**src/pkg/ccod_defs.vh**
```
/*
  constants of the opcode decoder: operation codes, operand modes,
  instruction lengths, machine-cycle counts and flag mask bits.
  assumes it is included by bare name from the core/ files.
*/
`ifndef CCOD_DEFS_VH
`define CCOD_DEFS_VH

// ------------------------------------------------------------
// lengths, cycles, extension select
// ------------------------------------------------------------
`define CCOD_L1 2'h1
`define CCOD_L2 2'h2
`define CCOD_L3 2'h3
`define CCOD_C1 3'h1
`define CCOD_C2 3'h2
`define CCOD_C4 3'h4
`define CCOD_EXT_STORE 4'h1
`define CCOD_EXT_TRAP 4'h2
`define CCOD_FL_CY 2
`define CCOD_FL_AC 1
`define CCOD_FL_OV 0

// ------------------------------------------------------------
// operand modes
// ------------------------------------------------------------
`define CCOD_AM_NONE 4'h0
`define CCOD_AM_A 4'h1
`define CCOD_AM_RN 4'h2
`define CCOD_AM_DIR 4'h3
`define CCOD_AM_IND 4'h4
`define CCOD_AM_IMM 4'h5
`define CCOD_AM_BIT 4'h6
`define CCOD_AM_C 4'h7
`define CCOD_AM_DPTR 4'h8
`define CCOD_AM_PC 4'h9
`define CCOD_AM_A11 4'ha
`define CCOD_AM_A16 4'hb
`define CCOD_AM_REL 4'hc
`define CCOD_AM_AB 4'hd

// ------------------------------------------------------------
// operations
// ------------------------------------------------------------
`define CCOD_OP_NOP 6'h00
`define CCOD_OP_AJMP 6'h01
`define CCOD_OP_ACALL 6'h02
`define CCOD_OP_LJMP 6'h03
`define CCOD_OP_LCALL 6'h04
`define CCOD_OP_RR 6'h05
`define CCOD_OP_RRC 6'h06
`define CCOD_OP_RL 6'h07
`define CCOD_OP_RLC 6'h08
`define CCOD_OP_INC 6'h09
`define CCOD_OP_DEC 6'h0a
`define CCOD_OP_ADD 6'h0b
`define CCOD_OP_ADDC 6'h0c
`define CCOD_OP_SUBB 6'h0d
`define CCOD_OP_MUL 6'h0e
`define CCOD_OP_DIV 6'h0f
`define CCOD_OP_DA 6'h10
`define CCOD_OP_ANL 6'h11
`define CCOD_OP_ORL 6'h12
`define CCOD_OP_XRL 6'h13
`define CCOD_OP_CLR 6'h14
`define CCOD_OP_CPL 6'h15
`define CCOD_OP_SWAP 6'h16
`define CCOD_OP_SETB 6'h17
`define CCOD_OP_JBC 6'h18
`define CCOD_OP_JB 6'h19
`define CCOD_OP_JNB 6'h1a
`define CCOD_OP_JC 6'h1b
`define CCOD_OP_JNC 6'h1c
`define CCOD_OP_JZ 6'h1d
`define CCOD_OP_JNZ 6'h1e
`define CCOD_OP_SJMP 6'h1f
`define CCOD_OP_JMPI 6'h20
`define CCOD_OP_RET 6'h21
`define CCOD_OP_RETI 6'h22
`define CCOD_OP_ANLC 6'h23
`define CCOD_OP_ANLCN 6'h24
`define CCOD_OP_ORLC 6'h25
`define CCOD_OP_ORLCN 6'h26
`define CCOD_OP_MOVCB 6'h27
`define CCOD_OP_MOVBC 6'h28
`define CCOD_OP_MOV 6'h29
`define CCOD_OP_MOVC 6'h2a
`define CCOD_OP_MOVXR 6'h2b
`define CCOD_OP_MOVXW 6'h2c
`define CCOD_OP_PUSH 6'h2d
`define CCOD_OP_POP 6'h2e
`define CCOD_OP_XCH 6'h2f
`define CCOD_OP_XCHD 6'h30
`define CCOD_OP_CJNE 6'h31
`define CCOD_OP_DJNZ 6'h32
`define CCOD_OP_PSTORE 6'h33
`define CCOD_OP_TRAP 6'h34
`define CCOD_OP_RSVD 6'h35

`endif

```
**src/core/ccod_fields.v**
```verilog
/*
  operand fields carried inside the opcode byte itself.
  assumes the opcode is stable while the decoder samples it.
*/
`timescale 1ns/1ns
`include "ccod_defs.vh"

module ccod_fields
(
  input  wire [7:0] opcode,
  output wire [2:0] reg_idx,
  output wire       ind_idx,
  output wire [2:0] abs_hi
);

  assign reg_idx = opcode[2:0];
  assign ind_idx = opcode[0];
  // the eight 11-bit pages are spread over non-contiguous opcodes
  assign abs_hi = opcode[7:5];

endmodule // ccod_fields

```
**src/core/ccod_mc_seq.v**
```verilog
/*
  machine-cycle sequencer: holds busy for two clock periods per cycle.
  assumes start only arrives while busy is low.
*/
`timescale 1ns/1ns
`include "ccod_defs.vh"

module ccod_mc_seq
(
  input  wire       ref_clk,
  input  wire       rstn,
  input  wire       start,
  input  wire [2:0] cycles,
  output wire       busy,
  output wire       done
);

  reg       busy_r;
  reg       phase_r;
  reg [2:0] mc_cnt_r;
  reg [2:0] mc_last_r;
  reg       done_r;

  always @(posedge ref_clk or negedge rstn)
  begin
    if (!rstn)
    begin
      busy_r    <= 1'b0;
      phase_r   <= 1'b0;
      mc_cnt_r  <= 3'h0;
      mc_last_r <= 3'h0;
      done_r    <= 1'b0;
    end
    else
    begin
      done_r <= 1'b0;
      if (start)
      begin
        busy_r    <= 1'b1;
        phase_r   <= 1'b0;
        mc_cnt_r  <= 3'h0;
        mc_last_r <= cycles - `CCOD_C1;
      end
      else if (busy_r)
      begin
        phase_r <= ~phase_r;
        if (phase_r)
        begin
          mc_cnt_r <= mc_cnt_r + `CCOD_C1;
          if (mc_cnt_r == mc_last_r)
          begin
            busy_r <= 1'b0;
            done_r <= 1'b1;
          end
        end
      end
    end
  end

  assign busy = busy_r;
  assign done = done_r;

endmodule // ccod_mc_seq

```
**src/core/ccod_decoder.v**
```verilog
/*
  opcode decoder of the 8-bit cisc core: operation, operand mode,
  length, cycle count, flag update mask and in-opcode fields.
  assumes the fetch path offers one opcode byte with op_valid and
  holds it until op_ready; extension select is static while offered.
*/
`timescale 1ns/1ns
`include "ccod_defs.vh"

module ccod_decoder
(
  input  wire       ref_clk,
  input  wire       rstn,
  input  wire       op_valid,
  input  wire [7:0] op_byte,
  input  wire [3:0] extended_opcode_select,
  output wire       op_ready,
  output reg        dec_valid,
  output reg  [5:0] dec_op,
  output reg  [3:0] dec_src,
  output reg  [1:0] dec_len,
  output reg  [2:0] dec_cycles,
  output reg  [2:0] dec_reg_idx,
  output reg        dec_ind_idx,
  output reg  [2:0] dec_abs_hi,
  output reg  [2:0] dec_flag_upd,
  output reg        dec_branch,
  output reg        dec_rsvd,
  output wire       exec_busy,
  output wire       exec_done
);

  // ------------------------------------------------------------
  // internal signals
  // ------------------------------------------------------------
  reg  [5:0] op_nxt;
  reg  [3:0] src_nxt;
  reg  [1:0] len_nxt;
  reg  [2:0] cyc_nxt;
  reg  [2:0] flag_nxt;
  reg        branch_nxt;
  wire       accept;
  wire [2:0] fld_reg;
  wire       fld_ind;
  wire [2:0] fld_abs;

  assign op_ready = ~exec_busy;
  assign accept   = op_valid & op_ready;

  // ------------------------------------------------------------
  // operand fields and machine-cycle sequencing
  // ------------------------------------------------------------
  ccod_fields u_fields
  (
    .opcode  (op_byte),
    .reg_idx (fld_reg),
    .ind_idx (fld_ind),
    .abs_hi  (fld_abs)
  );

  ccod_mc_seq u_seq
  (
    .ref_clk (ref_clk),
    .rstn    (rstn),
    .start   (accept),
    .cycles  (cyc_nxt),
    .busy    (exec_busy),
    .done    (exec_done)
  );

  // ------------------------------------------------------------
  // opcode table
  // ------------------------------------------------------------
  task d;
    input [5:0] op;
    input [1:0] len;
    input [2:0] cyc;
    input [3:0] src;
    begin
      op_nxt  = op;
      len_nxt = len;
      cyc_nxt = cyc;
      src_nxt = src;
    end
  endtask

  always @*
  begin
    op_nxt  = `CCOD_OP_RSVD;
    len_nxt = `CCOD_L1;
    cyc_nxt = `CCOD_C1;
    src_nxt = `CCOD_AM_NONE;
    casez (op_byte)
      8'h00: d(`CCOD_OP_NOP, `CCOD_L1, `CCOD_C1, `CCOD_AM_NONE);
      8'b???0_0001: d(`CCOD_OP_AJMP, `CCOD_L2, `CCOD_C2, `CCOD_AM_A11);
      8'b???1_0001: d(`CCOD_OP_ACALL, `CCOD_L2, `CCOD_C2, `CCOD_AM_A11);
      8'h02: d(`CCOD_OP_LJMP, `CCOD_L3, `CCOD_C2, `CCOD_AM_A16);
      8'h03: d(`CCOD_OP_RR, `CCOD_L1, `CCOD_C1, `CCOD_AM_A);
      8'h04: d(`CCOD_OP_INC, `CCOD_L1, `CCOD_C1, `CCOD_AM_A);
      8'h05: d(`CCOD_OP_INC, `CCOD_L2, `CCOD_C1, `CCOD_AM_DIR);
      8'b0000_011?: d(`CCOD_OP_INC, `CCOD_L1, `CCOD_C1, `CCOD_AM_IND);
      8'b0000_1???: d(`CCOD_OP_INC, `CCOD_L1, `CCOD_C1, `CCOD_AM_RN);
      8'h10: d(`CCOD_OP_JBC, `CCOD_L3, `CCOD_C2, `CCOD_AM_BIT);
      8'h12: d(`CCOD_OP_LCALL, `CCOD_L3, `CCOD_C2, `CCOD_AM_A16);
      8'h13: d(`CCOD_OP_RRC, `CCOD_L1, `CCOD_C1, `CCOD_AM_A);
      8'h14: d(`CCOD_OP_DEC, `CCOD_L1, `CCOD_C1, `CCOD_AM_A);
      8'h15: d(`CCOD_OP_DEC, `CCOD_L2, `CCOD_C1, `CCOD_AM_DIR);
      8'b0001_011?: d(`CCOD_OP_DEC, `CCOD_L1, `CCOD_C1, `CCOD_AM_IND);
      8'b0001_1???: d(`CCOD_OP_DEC, `CCOD_L1, `CCOD_C1, `CCOD_AM_RN);
      8'h20: d(`CCOD_OP_JB, `CCOD_L3, `CCOD_C2, `CCOD_AM_BIT);
      8'h22: d(`CCOD_OP_RET, `CCOD_L1, `CCOD_C2, `CCOD_AM_NONE);
      8'h23: d(`CCOD_OP_RL, `CCOD_L1, `CCOD_C1, `CCOD_AM_A);
      8'h24: d(`CCOD_OP_ADD, `CCOD_L2, `CCOD_C1, `CCOD_AM_IMM);
      8'h25: d(`CCOD_OP_ADD, `CCOD_L2, `CCOD_C1, `CCOD_AM_DIR);
      8'b0010_011?: d(`CCOD_OP_ADD, `CCOD_L1, `CCOD_C1, `CCOD_AM_IND);
      8'b0010_1???: d(`CCOD_OP_ADD, `CCOD_L1, `CCOD_C1, `CCOD_AM_RN);
      8'h30: d(`CCOD_OP_JNB, `CCOD_L3, `CCOD_C2, `CCOD_AM_BIT);
      8'h32: d(`CCOD_OP_RETI, `CCOD_L1, `CCOD_C2, `CCOD_AM_NONE);
      8'h33: d(`CCOD_OP_RLC, `CCOD_L1, `CCOD_C1, `CCOD_AM_A);
      8'h34: d(`CCOD_OP_ADDC, `CCOD_L2, `CCOD_C1, `CCOD_AM_IMM);
      8'h35: d(`CCOD_OP_ADDC, `CCOD_L2, `CCOD_C1, `CCOD_AM_DIR);
      8'b0011_011?: d(`CCOD_OP_ADDC, `CCOD_L1, `CCOD_C1, `CCOD_AM_IND);
      8'b0011_1???: d(`CCOD_OP_ADDC, `CCOD_L1, `CCOD_C1, `CCOD_AM_RN);
      8'h40: d(`CCOD_OP_JC, `CCOD_L2, `CCOD_C2, `CCOD_AM_REL);
      8'h42: d(`CCOD_OP_ORL, `CCOD_L2, `CCOD_C1, `CCOD_AM_DIR);
      8'h43: d(`CCOD_OP_ORL, `CCOD_L3, `CCOD_C2, `CCOD_AM_IMM);
      8'h44: d(`CCOD_OP_ORL, `CCOD_L2, `CCOD_C1, `CCOD_AM_IMM);
      8'h45: d(`CCOD_OP_ORL, `CCOD_L2, `CCOD_C1, `CCOD_AM_DIR);
      8'b0100_011?: d(`CCOD_OP_ORL, `CCOD_L1, `CCOD_C1, `CCOD_AM_IND);
      8'b0100_1???: d(`CCOD_OP_ORL, `CCOD_L1, `CCOD_C1, `CCOD_AM_RN);
      8'h50: d(`CCOD_OP_JNC, `CCOD_L2, `CCOD_C2, `CCOD_AM_REL);
      8'h52: d(`CCOD_OP_ANL, `CCOD_L2, `CCOD_C1, `CCOD_AM_DIR);
      8'h53: d(`CCOD_OP_ANL, `CCOD_L3, `CCOD_C2, `CCOD_AM_IMM);
      8'h54: d(`CCOD_OP_ANL, `CCOD_L2, `CCOD_C1, `CCOD_AM_IMM);
      8'h55: d(`CCOD_OP_ANL, `CCOD_L2, `CCOD_C1, `CCOD_AM_DIR);
      8'b0101_011?: d(`CCOD_OP_ANL, `CCOD_L1, `CCOD_C1, `CCOD_AM_IND);
      8'b0101_1???: d(`CCOD_OP_ANL, `CCOD_L1, `CCOD_C1, `CCOD_AM_RN);
      8'h60: d(`CCOD_OP_JZ, `CCOD_L2, `CCOD_C2, `CCOD_AM_REL);
      8'h62: d(`CCOD_OP_XRL, `CCOD_L2, `CCOD_C1, `CCOD_AM_DIR);
      8'h63: d(`CCOD_OP_XRL, `CCOD_L3, `CCOD_C2, `CCOD_AM_IMM);
      8'h64: d(`CCOD_OP_XRL, `CCOD_L2, `CCOD_C1, `CCOD_AM_IMM);
      8'h65: d(`CCOD_OP_XRL, `CCOD_L2, `CCOD_C1, `CCOD_AM_DIR);
      8'b0110_011?: d(`CCOD_OP_XRL, `CCOD_L1, `CCOD_C1, `CCOD_AM_IND);
      8'b0110_1???: d(`CCOD_OP_XRL, `CCOD_L1, `CCOD_C1, `CCOD_AM_RN);
      8'h70: d(`CCOD_OP_JNZ, `CCOD_L2, `CCOD_C2, `CCOD_AM_REL);
      8'h72: d(`CCOD_OP_ORLC, `CCOD_L2, `CCOD_C2, `CCOD_AM_BIT);
      8'h73: d(`CCOD_OP_JMPI, `CCOD_L1, `CCOD_C2, `CCOD_AM_DPTR);
      8'h74: d(`CCOD_OP_MOV, `CCOD_L2, `CCOD_C1, `CCOD_AM_IMM);
      8'h75: d(`CCOD_OP_MOV, `CCOD_L3, `CCOD_C2, `CCOD_AM_IMM);
      8'b0111_011?: d(`CCOD_OP_MOV, `CCOD_L2, `CCOD_C1, `CCOD_AM_IMM);
      8'b0111_1???: d(`CCOD_OP_MOV, `CCOD_L2, `CCOD_C1, `CCOD_AM_IMM);
      8'h80: d(`CCOD_OP_SJMP, `CCOD_L2, `CCOD_C2, `CCOD_AM_REL);
      8'h82: d(`CCOD_OP_ANLC, `CCOD_L2, `CCOD_C2, `CCOD_AM_BIT);
      8'h83: d(`CCOD_OP_MOVC, `CCOD_L1, `CCOD_C2, `CCOD_AM_PC);
      8'h84: d(`CCOD_OP_DIV, `CCOD_L1, `CCOD_C4, `CCOD_AM_AB);
      8'h85: d(`CCOD_OP_MOV, `CCOD_L3, `CCOD_C2, `CCOD_AM_DIR);
      8'b1000_011?: d(`CCOD_OP_MOV, `CCOD_L2, `CCOD_C2, `CCOD_AM_IND);
      8'b1000_1???: d(`CCOD_OP_MOV, `CCOD_L2, `CCOD_C2, `CCOD_AM_RN);
      8'h90: d(`CCOD_OP_MOV, `CCOD_L3, `CCOD_C2, `CCOD_AM_IMM);
      8'h92: d(`CCOD_OP_MOVBC, `CCOD_L2, `CCOD_C2, `CCOD_AM_C);
      8'h93: d(`CCOD_OP_MOVC, `CCOD_L1, `CCOD_C2, `CCOD_AM_DPTR);
      8'h94: d(`CCOD_OP_SUBB, `CCOD_L2, `CCOD_C1, `CCOD_AM_IMM);
      8'h95: d(`CCOD_OP_SUBB, `CCOD_L2, `CCOD_C1, `CCOD_AM_DIR);
      8'b1001_011?: d(`CCOD_OP_SUBB, `CCOD_L1, `CCOD_C1, `CCOD_AM_IND);
      8'b1001_1???: d(`CCOD_OP_SUBB, `CCOD_L1, `CCOD_C1, `CCOD_AM_RN);
      8'ha0: d(`CCOD_OP_ORLCN, `CCOD_L2, `CCOD_C2, `CCOD_AM_BIT);
      8'ha2: d(`CCOD_OP_MOVCB, `CCOD_L2, `CCOD_C1, `CCOD_AM_BIT);
      8'ha3: d(`CCOD_OP_INC, `CCOD_L1, `CCOD_C2, `CCOD_AM_DPTR);
      8'ha4: d(`CCOD_OP_MUL, `CCOD_L1, `CCOD_C4, `CCOD_AM_AB);
      8'ha5:
      begin
        // without a selection a5 stays reserved rather than guessing
        if (extended_opcode_select == `CCOD_EXT_STORE)
          d(`CCOD_OP_PSTORE, `CCOD_L1, `CCOD_C2, `CCOD_AM_DPTR);
        else if (extended_opcode_select == `CCOD_EXT_TRAP)
          d(`CCOD_OP_TRAP, `CCOD_L1, `CCOD_C1, `CCOD_AM_NONE);
        else
          d(`CCOD_OP_RSVD, `CCOD_L1, `CCOD_C1, `CCOD_AM_NONE);
      end
      8'b1010_011?: d(`CCOD_OP_MOV, `CCOD_L2, `CCOD_C2, `CCOD_AM_DIR);
      8'b1010_1???: d(`CCOD_OP_MOV, `CCOD_L2, `CCOD_C2, `CCOD_AM_DIR);
      8'hb0: d(`CCOD_OP_ANLCN, `CCOD_L2, `CCOD_C2, `CCOD_AM_BIT);
      8'hb2: d(`CCOD_OP_CPL, `CCOD_L2, `CCOD_C1, `CCOD_AM_BIT);
      8'hb3: d(`CCOD_OP_CPL, `CCOD_L1, `CCOD_C1, `CCOD_AM_C);
      8'hb4: d(`CCOD_OP_CJNE, `CCOD_L3, `CCOD_C2, `CCOD_AM_IMM);
      8'hb5: d(`CCOD_OP_CJNE, `CCOD_L3, `CCOD_C2, `CCOD_AM_DIR);
      8'b1011_011?: d(`CCOD_OP_CJNE, `CCOD_L3, `CCOD_C2, `CCOD_AM_IND);
      8'b1011_1???: d(`CCOD_OP_CJNE, `CCOD_L3, `CCOD_C2, `CCOD_AM_RN);
      8'hc0: d(`CCOD_OP_PUSH, `CCOD_L2, `CCOD_C2, `CCOD_AM_DIR);
      8'hc2: d(`CCOD_OP_CLR, `CCOD_L2, `CCOD_C1, `CCOD_AM_BIT);
      8'hc3: d(`CCOD_OP_CLR, `CCOD_L1, `CCOD_C1, `CCOD_AM_C);
      8'hc4: d(`CCOD_OP_SWAP, `CCOD_L1, `CCOD_C1, `CCOD_AM_A);
      8'hc5: d(`CCOD_OP_XCH, `CCOD_L2, `CCOD_C1, `CCOD_AM_DIR);
      8'b1100_011?: d(`CCOD_OP_XCH, `CCOD_L1, `CCOD_C1, `CCOD_AM_IND);
      8'b1100_1???: d(`CCOD_OP_XCH, `CCOD_L1, `CCOD_C1, `CCOD_AM_RN);
      8'hd0: d(`CCOD_OP_POP, `CCOD_L2, `CCOD_C2, `CCOD_AM_DIR);
      8'hd2: d(`CCOD_OP_SETB, `CCOD_L2, `CCOD_C1, `CCOD_AM_BIT);
      8'hd3: d(`CCOD_OP_SETB, `CCOD_L1, `CCOD_C1, `CCOD_AM_C);
      8'hd4: d(`CCOD_OP_DA, `CCOD_L1, `CCOD_C1, `CCOD_AM_A);
      8'hd5: d(`CCOD_OP_DJNZ, `CCOD_L3, `CCOD_C2, `CCOD_AM_DIR);
      8'b1101_011?: d(`CCOD_OP_XCHD, `CCOD_L1, `CCOD_C1, `CCOD_AM_IND);
      8'b1101_1???: d(`CCOD_OP_DJNZ, `CCOD_L3, `CCOD_C2, `CCOD_AM_RN);
      8'he0: d(`CCOD_OP_MOVXR, `CCOD_L1, `CCOD_C2, `CCOD_AM_DPTR);
      8'b1110_001?: d(`CCOD_OP_MOVXR, `CCOD_L1, `CCOD_C2, `CCOD_AM_IND);
      8'he4: d(`CCOD_OP_CLR, `CCOD_L1, `CCOD_C1, `CCOD_AM_A);
      8'he5: d(`CCOD_OP_MOV, `CCOD_L2, `CCOD_C1, `CCOD_AM_DIR);
      8'b1110_011?: d(`CCOD_OP_MOV, `CCOD_L1, `CCOD_C1, `CCOD_AM_IND);
      8'b1110_1???: d(`CCOD_OP_MOV, `CCOD_L1, `CCOD_C1, `CCOD_AM_RN);
      8'hf0: d(`CCOD_OP_MOVXW, `CCOD_L1, `CCOD_C2, `CCOD_AM_DPTR);
      8'b1111_001?: d(`CCOD_OP_MOVXW, `CCOD_L1, `CCOD_C2, `CCOD_AM_IND);
      8'hf4: d(`CCOD_OP_CPL, `CCOD_L1, `CCOD_C1, `CCOD_AM_A);
      8'hf5: d(`CCOD_OP_MOV, `CCOD_L2, `CCOD_C1, `CCOD_AM_A);
      8'b1111_011?: d(`CCOD_OP_MOV, `CCOD_L1, `CCOD_C1, `CCOD_AM_A);
      8'b1111_1???: d(`CCOD_OP_MOV, `CCOD_L1, `CCOD_C1, `CCOD_AM_A);
      default: d(`CCOD_OP_RSVD, `CCOD_L1, `CCOD_C1, `CCOD_AM_NONE);
    endcase
  end

  // ------------------------------------------------------------
  // flag update mask and branch class
  // ------------------------------------------------------------
  // only the carry-targeting forms of clr/setb/cpl touch cy, so the
  // operand mode is checked along with the operation
  always @*
  begin
    flag_nxt = 3'h0;
    case (op_nxt)
      `CCOD_OP_ADD, `CCOD_OP_ADDC, `CCOD_OP_SUBB:
      begin
        flag_nxt[`CCOD_FL_CY] = 1'b1;
        flag_nxt[`CCOD_FL_AC] = 1'b1;
        flag_nxt[`CCOD_FL_OV] = 1'b1;
      end
      `CCOD_OP_MUL, `CCOD_OP_DIV:
      begin
        flag_nxt[`CCOD_FL_CY] = 1'b1;
        flag_nxt[`CCOD_FL_OV] = 1'b1;
      end
      `CCOD_OP_DA, `CCOD_OP_RLC, `CCOD_OP_RRC, `CCOD_OP_CJNE,
      `CCOD_OP_ANLC, `CCOD_OP_ANLCN, `CCOD_OP_ORLC, `CCOD_OP_ORLCN,
      `CCOD_OP_MOVCB:
        flag_nxt[`CCOD_FL_CY] = 1'b1;
      `CCOD_OP_CLR, `CCOD_OP_SETB, `CCOD_OP_CPL:
        flag_nxt[`CCOD_FL_CY] = (src_nxt == `CCOD_AM_C);
      default:
        flag_nxt = 3'h0;
    endcase
  end

  always @*
  begin
    case (op_nxt)
      `CCOD_OP_AJMP, `CCOD_OP_ACALL, `CCOD_OP_LJMP, `CCOD_OP_LCALL,
      `CCOD_OP_SJMP, `CCOD_OP_JMPI, `CCOD_OP_RET, `CCOD_OP_RETI,
      `CCOD_OP_JC, `CCOD_OP_JNC, `CCOD_OP_JB, `CCOD_OP_JNB,
      `CCOD_OP_JBC, `CCOD_OP_JZ, `CCOD_OP_JNZ, `CCOD_OP_CJNE,
      `CCOD_OP_DJNZ:
        branch_nxt = 1'b1;
      default:
        branch_nxt = 1'b0;
    endcase
  end

  // ------------------------------------------------------------
  // decoded outputs, captured on acceptance
  // ------------------------------------------------------------
  always @(posedge ref_clk or negedge rstn)
  begin
    if (!rstn)
    begin
      dec_valid    <= 1'b0;
      dec_op       <= `CCOD_OP_NOP;
      dec_src      <= `CCOD_AM_NONE;
      dec_len      <= `CCOD_L1;
      dec_cycles   <= `CCOD_C1;
      dec_reg_idx  <= 3'h0;
      dec_ind_idx  <= 1'b0;
      dec_abs_hi   <= 3'h0;
      dec_flag_upd <= 3'h0;
      dec_branch   <= 1'b0;
      dec_rsvd     <= 1'b0;
    end
    else
    begin
      dec_valid <= accept;
      if (accept)
      begin
        dec_op       <= op_nxt;
        dec_src      <= src_nxt;
        dec_len      <= len_nxt;
        dec_cycles   <= cyc_nxt;
        dec_reg_idx  <= fld_reg;
        dec_ind_idx  <= fld_ind;
        dec_abs_hi   <= fld_abs;
        dec_flag_upd <= flag_nxt;
        dec_branch   <= branch_nxt;
        dec_rsvd     <= (op_nxt == `CCOD_OP_RSVD);
      end
    end
  end

endmodule // ccod_decoder

```
**config.mk**
```make
export PLATFORM = sky130hd
export DESIGN_NAME = ccod_decoder
export DESIGN_NICKNAME = d
export VERILOG_FILES = /design/src/core/ccod_fields.v /design/src/core/ccod_mc_seq.v /design/src/core/ccod_decoder.v
export VERILOG_INCLUDE_DIRS = /design/src /design/src/pkg
export SDC_FILE = /design/constraint.sdc
export NUM_CORES = 1
export LEC_CHECK = 0
export BUFFER_PORTS_ARGS = -buffer_cell sky130_fd_sc_hd__buf_4
export CAP_MARGIN = 20
export CORE_ASPECT_RATIO = 1.5
export CORE_MARGIN = 1.5
export CORE_UTILIZATION = 50
export CTS_BUF_LIST = sky130_fd_sc_hd__clkbuf_16
export DETAILED_ROUTE_END_ITERATION = 10
export HOLD_SLACK_MARGIN = 0.05
export PLACE_DENSITY = 0.81
export SYNTH_ARGS = -nofsm -noshare
export SYNTH_HDL_FRONTEND = slang
export SYNTH_HIERARCHICAL = 1
export SYNTH_SLANG_ARGS = --single-unit
```
**constraint.sdc**
```tcl
create_clock -name ref_clk -period 2.8 [get_ports ref_clk]
set_input_delay 0.56 -clock ref_clk [delete_from_list [all_inputs] [get_ports ref_clk]]
set_output_delay 0.56 -clock ref_clk [all_outputs]
set_load 0.02 [all_outputs]
```
After elaboration in Yosys (flattened, before gate mapping)

Memories as Yosys holds them, arrays and structs flattened. A register that Yosys moved wholly into a read port is not among the register bits.
Cells that the tools add are included.

Multiplexer cells: 24
Equal/unequal tests: 133
Add/subtract/negate cells: 2
Reduce and logical (&&, ||, !) cells: 45
Bitwise logic cells: 3

Operator list:

| kind                 | number |
|---|---|
| $pmux W6 S52         | 1 |
| $eq A8 B8 Y1 const B | 36 |
| $eq A8 B7 Y1 const B | 20 |
| $reduce_or A45 Y1    | 2 |
| $eq A8 B6 Y1 const B | 10 |
| $eq A7 B7 Y1 const B | 10 |
| $reduce_or A64 Y1    | 1 |
| $pmux W4 S15         | 1 |
| $reduce_or A50 Y1    | 1 |
| $eq A5 B5 Y1 const B | 9 |
| $eq A6 B6 Y1 const B | 7 |
| $eq A8 B5 Y1 const B | 5 |
| $eq A6 B4 Y1 const B | 6 |
| $reduce_or A15 Y1    | 2 |
| $eq A7 B6 Y1 const B | 4 |
| $reduce_or A13 Y1    | 2 |
| $eq A6 B5 Y1 const B | 4 |
| $reduce_or A4 Y1     | 6 |
| $eq A5 B4 Y1 const B | 4 |
| $reduce_or A20 Y1    | 1 |
| $reduce_or A5 Y1     | 4 |
| $reduce_or A3 Y1     | 6 |
| $reduce_or A6 Y1     | 3 |
| $reduce_or A17 Y1    | 1 |
| other kinds (32)     | 61 |

Word-level logic and storage cells: 223
Bits in registers: 36
Memories kept: 1
Input port bits: 15
Bits in read-only memories: 64

Memory list:

| memory           | words | bits a word | read ports | clocked after Yosys merged registers in | wr ports | line               | text |
|---|---|---|---|---|---|---|---|
| (name not given) | 64    | 1           | 1          | 1                                       | 0        | ccod_decoder.v:252 | `case (op_nxt)` |

Logic depth before layout (Yosys ltp)

Depth after elaboration: 7
Mapped depth: 14
Gate-level depth less buffers: 10

By module

The synthesis kept the hierarchy.

Modules (own cells, without submodules):

| module       | times used | cells each | area an instance (µm²) |
|---|---|---|---|
| ccod_decoder | 1          | 485        | 3,450.8 |
| ccod_mc_seq  | 1          | 38         | 417.9 |
| ccod_fields  | 1          | 7          | 52.6 |

Worst setup path after synthesis

OpenSTA, ideal clock, no wires.

Path type: in2reg
Start point: in op_byte[0]
End point: reg dec_branch
Buffers on the path: 3
Setup slack: -0.075 ns
Arrival: 2.801 ns
Stages on the path: 12
Cell sequence: buf_4 > and4bb_1 > buf_2 > a2bb2oi_1 > o221ai_1 > a21oi_1 > nand3_1 > or4_4 > buf_6 > and3_4 > o41a_1 > o21ai_2

Longest elaborated chain between the ends: 3
Elaborated cells on any way between the ends: 97

Ends and longest elaborated chain:

| item                                                | line              | text |
|---|---|---|
| start, declared                                     | ccod_decoder.v:15 | `input wire [7:0] op_byte,` |
| $eq A8 B8 Y1 (tied with other cells)                | ccod_decoder.v:93 | `casez (op_byte)` |
| $reduce_or A16 Y1 (no line) (tied with other cells) | --                |  |
| $pmux W6 S52 *                                      | ccod_decoder.v:93 |  |
| end, declared                                       | ccod_decoder.v:27 | `output reg dec_branch,` |

Every way passes the cells marked *; elsewhere a longest branch is shown, timed or not.
A chain may end at the register's enable or synchronous reset.

Worst setup path after layout

Start point: in op_byte[7]
End point: reg dec_branch

Longest elaborated chain between the ends: 3
Elaborated cells on any way between the ends: 129

Ends and longest elaborated chain:

| item                                                | line |
|---|---|
| $eq A8 B8 Y1 (tied with other cells)                | ccod_decoder.v:93 |
| $reduce_or A16 Y1 (no line) (tied with other cells) | -- |
| $pmux W6 S52 *                                      | ccod_decoder.v:93 |

Marked as above.

==> results.py <==
metrics = {
    "setup_path": {
        "endpoint": "dec_branch",
        "r2r-end": "dec_src[0]",
        "cp-startpoint": "op_byte[7]",
        "r2r_slack_ps": 830,
        "crit_top_cell": "buf_4",
        "critPathKind": "input pin to flop",
        "worstPathCellList": "buf_6 > or2b_2 > buf_4 > nor3_2 > a2111oi_2 > buf_4 > nand2_1 > or4_1 > buf_4 > a32o_1 > a21oi_2 > o21ai_2",
        "slowest_delay_ps": 550,
        "cp_data_required_time_ps": 2970,
        "end_kind": "flop",
        "crit_buf_inv": 4,
        "worstReg2RegStart": "u_seq/busy",
        "startpoint_type": "input pin",
        "cp_top_family": "simple AND/OR/NAND/NOR gates",
        "arrival_ps": 2960,
        "reg2reg_depth": 8,
        "critical_path_depth": 12,
        "cp_max_fo": 15,
        "crit_path_top_delay_cell": "or4_1",
    },
    "clocking": {
        "cts_tree": "done",
        "clock-root-buffer": "clkbuf_16",
        "clockBufferDepth": 2,
        "clk_pin_slew_worst_paths_ps": 50,
        "cts_sinks": 37,
        "cts_buffers": 5,
        "insertion_delay_ps": 280,
        "cts-htree-levels": 2,
    },
    "die": {
        "core_region_area_um2": 7610,
        "die_w_um": 75.3,
        "dieHeight_um": 111,
        "start_util_pct": 51.5,
        "dieArea_um2": 8390,
        "num_rows": 39,
        "ioPinCount": 46,
    },
    "route": {
        "via_count": 5271,
        "drtIter0Drc": 682,
        "wl_mm": 17.6,
        "dr.pass1.iters": 5,
        "vias_per_cell": 6.61,
        "drc": 0,
        "antenna_left": 0,
        "wire_per_inst_um": 22.1,
    },
    "sta": {
        "slew_violations": 0,
        "tightest_slew_ps": 617,
        "fin_crit_ps": 2790,
        "worst_clock_skew_ps": 4.12,
        "period_share_pct": 99.5,
        "fmax_mhz": 359,
        "fin_hold_ws_ps": 220,
        "rsz0062_at_grt": "yes",
        "tns_ps": 0,
        "relSlewSlack_pct": 58.8,
        "hold_viol_final": 0,
        "setup_violations": 0,
    },
    "pwr": {
        "p_sw_share_pct": 41.8,
        "combPwrFrac_pct": 53.8,
        "max-vdd-ir-drop_mv": 0.583,
        "p_int_mw": 1.86,
        "p_switching_mw": 1.34,
        "pwr-share-seq_pct": 29.7,
        "p_leak_nw": 2.56,
        "power_density_nw_per_um2": 553,
        "power_mw": 3.20,
        "pwr-share-clk_pct": 16.5,
    },
    "placed_design": {
        "io_buffers": 45,
        "dpl.hpwl_mm": 12.9,
        "gp_congestion": 1.19,
    },
    "logic_synthesis": {
        "synth_common_cells": "68 x nand2_1, 43 x nor2_1, 35 x dfrtp_1",
        "synth_cells": 530,
        "synthArstFlopShare_pct": 100,
        "synth_area_um2": 3920,
        "syn_nets": 547,
        "synth_top_area_share_pct": 22.3,
        "synth_enable_flop_cells": 0,
        "seq_area_frac_synth_pct": 23.7,
        "ys_ff_latch": 37,
        "ys_types": 86,
        "ys_warn_count": 6,
        "synth_ff_type": "dfrtp_1",
        "syn_area_per_cell_um2": 7.40,
        "synth.largest_area_cell": "dfrtp_1",
        "synth_area_leaders": "dfrtp_1 22%, nand2_1 6.5%, nor2_1 4.1%",
        "yosysMostFrequentCell": "nand2_1",
    },
    "cells_and_area": {
        "nFillCells": 551,
        "synthToLayoutAreaGrowth_pct": 47.3,
        "multi_input_area_um2": 2800,
        "nNetsFinal": 712,
        "seq_area_um2": 928,
        "antenna_cells": 0,
        "layout-drive-gt1-share_pct": 41.8,
    },
    "global_routing": {
        "grtUsageTotal_pct": 41.5,
        "grt_pass1_wl_mm": 26.3,
        "antenna_found_initial": 0,
        "grt_max_degree": 38,
        "grt_pass1_vias": 5006,
        "grt_overflow_total": 0,
    },
    "worst_hold_path": {
        "holdCritPathClass": "input pin to async pin",
    },
    "run": {
        "drv_cap": 0,
    },
    "run_status": {
        "outcome": "complete, no violations",
    },
}
## per-layer routing
layer / GRT usage [%] / up-vias / share of wire [%]
met3: 9.05 / 159 / 10
met1: 48.3 / 2397 / 34
met4: 29.8 / 0 / 10
met2: 64.8 / 431 / 46
met5: 0 / - / 0
li1: - / 2284 / -
## state kept, by name, indices dropped and copies added, names as in the netlist
signal,count
dec_src,4
dec_ind_idx,1
dec_abs_hi,3
u_seq/mc_last_r,3
dec_branch,1
dec_reg_idx,3
u_seq/busy,1
dec_len,2
dec_flag_upd,3
u_seq/phase_r,1
dec_rsvd,1
dec_valid,1
dec_op,6
u_seq/done,1
dec_cycles,3
u_seq/mc_cnt_r,3
## what timing repair did
action                     CTS  global route
gates resized for setup      5            51
setup endpoints to repair    3             5
cloned                       0             1
pin swaps                    1            13
setup buffers                1             9
hold buffers                 0             0
## power groups by stage
stage               registers (mW)  logic (mW)  clock network [mW]
floorplan                     1.15       0.700                   0
global placement             0.934        1.55                   0
detailed placement           0.955        1.60                   0
CTS                          0.947        1.63               0.530
global route                 0.978        1.83               0.556
finish                       0.948        1.72               0.528
## placed cells by master (no fill, tap or decap), types with 4 or more instances in the layout
cell,count
buf_4,209
nand2_1,66
nor2_1,41
dfrtp_1,35
o21ai_0,30
a21oi_1,27
nand3_1,24
nor3_1,14
inv_1,12
nand2b_1,12
a31oi_1,12
buf_6,9
nand4_1,8
o22ai_1,8
nor2b_1,6
xnor2_1,6
o211ai_1,5
a22oi_1,5
clkbuf_16,5
nor2b_2,4
a21o_1,4
a32oi_1,4
nor4b_1,4
and2_1,4
nand3b_1,4
nor4_1,4
o21ai_1,4
o32a_1,4
xor2_1,4
## how the worst min path moves through the flow
stage / end / slack (ps) / start
2_1_floorplan: dec_abs_hi[0] / 260 / rstn
3_3_place_gp: dec_rsvd / 460 / dec_rsvd
3_5_place_dp: dec_rsvd / 470 / dec_rsvd
4_1_cts: dec_valid / 240 / rstn
5_1_grt: dec_abs_hi[1] / 260 / rstn
6_report: dec_valid / 220 / rstn
## layout make-up
type | instances | share of cell area [%]
multi-input cells | 417 | 48.4
repair buffers | 222 | 30.1
flip-flops and latches | 37 | 16.1
well taps | 102 | 2.21
clock buffers | 5 | 2.17
inverters | 12 | 0.845
clock inverters | 3 | 0.238
## stage by stage
stage	std cells	utilization [%]	instance area, µm²	worst slack, ps
2_1_floorplan	530	-	3970	-5.96
3_3_place_gp	779	69.7	5310	-419
3_5_place_dp	779	69.7	5310	-363
4_1_cts	788	71.9	5470	13.1
5_1_grt	798	75.9	5780	-66.2
6_report	798	75.9	5780	12.6
## cells by family (layout without fill, tap and decap cells)
| group | Yosys count | in the layout | synth area share, % |
|---|---|---|---|
| xor+xnor | 10 | 10 | 2.23 |
| buf+inv | 76 | 242 | 10.7 |
| compound gates | 153 | 153 | 26.8 |
| mux | 5 | 5 | 1.37 |
| flops | 37 | 37 | 23.7 |
| simple gates | 247 | 247 | 34.6 |
| fa+ha+maj | 2 | 2 | 0.638 |
## worst reg2reg max path, delay by kind of cell (launching register included)
kind                   cells  cell delay (ps)
AOI/OAI and AO/OA          4              960
buffers and inverters      2              220
DFF                        1              460
and+or+nand+nor            2              220
Note: power is estimated with default switching activity, not from simulation.
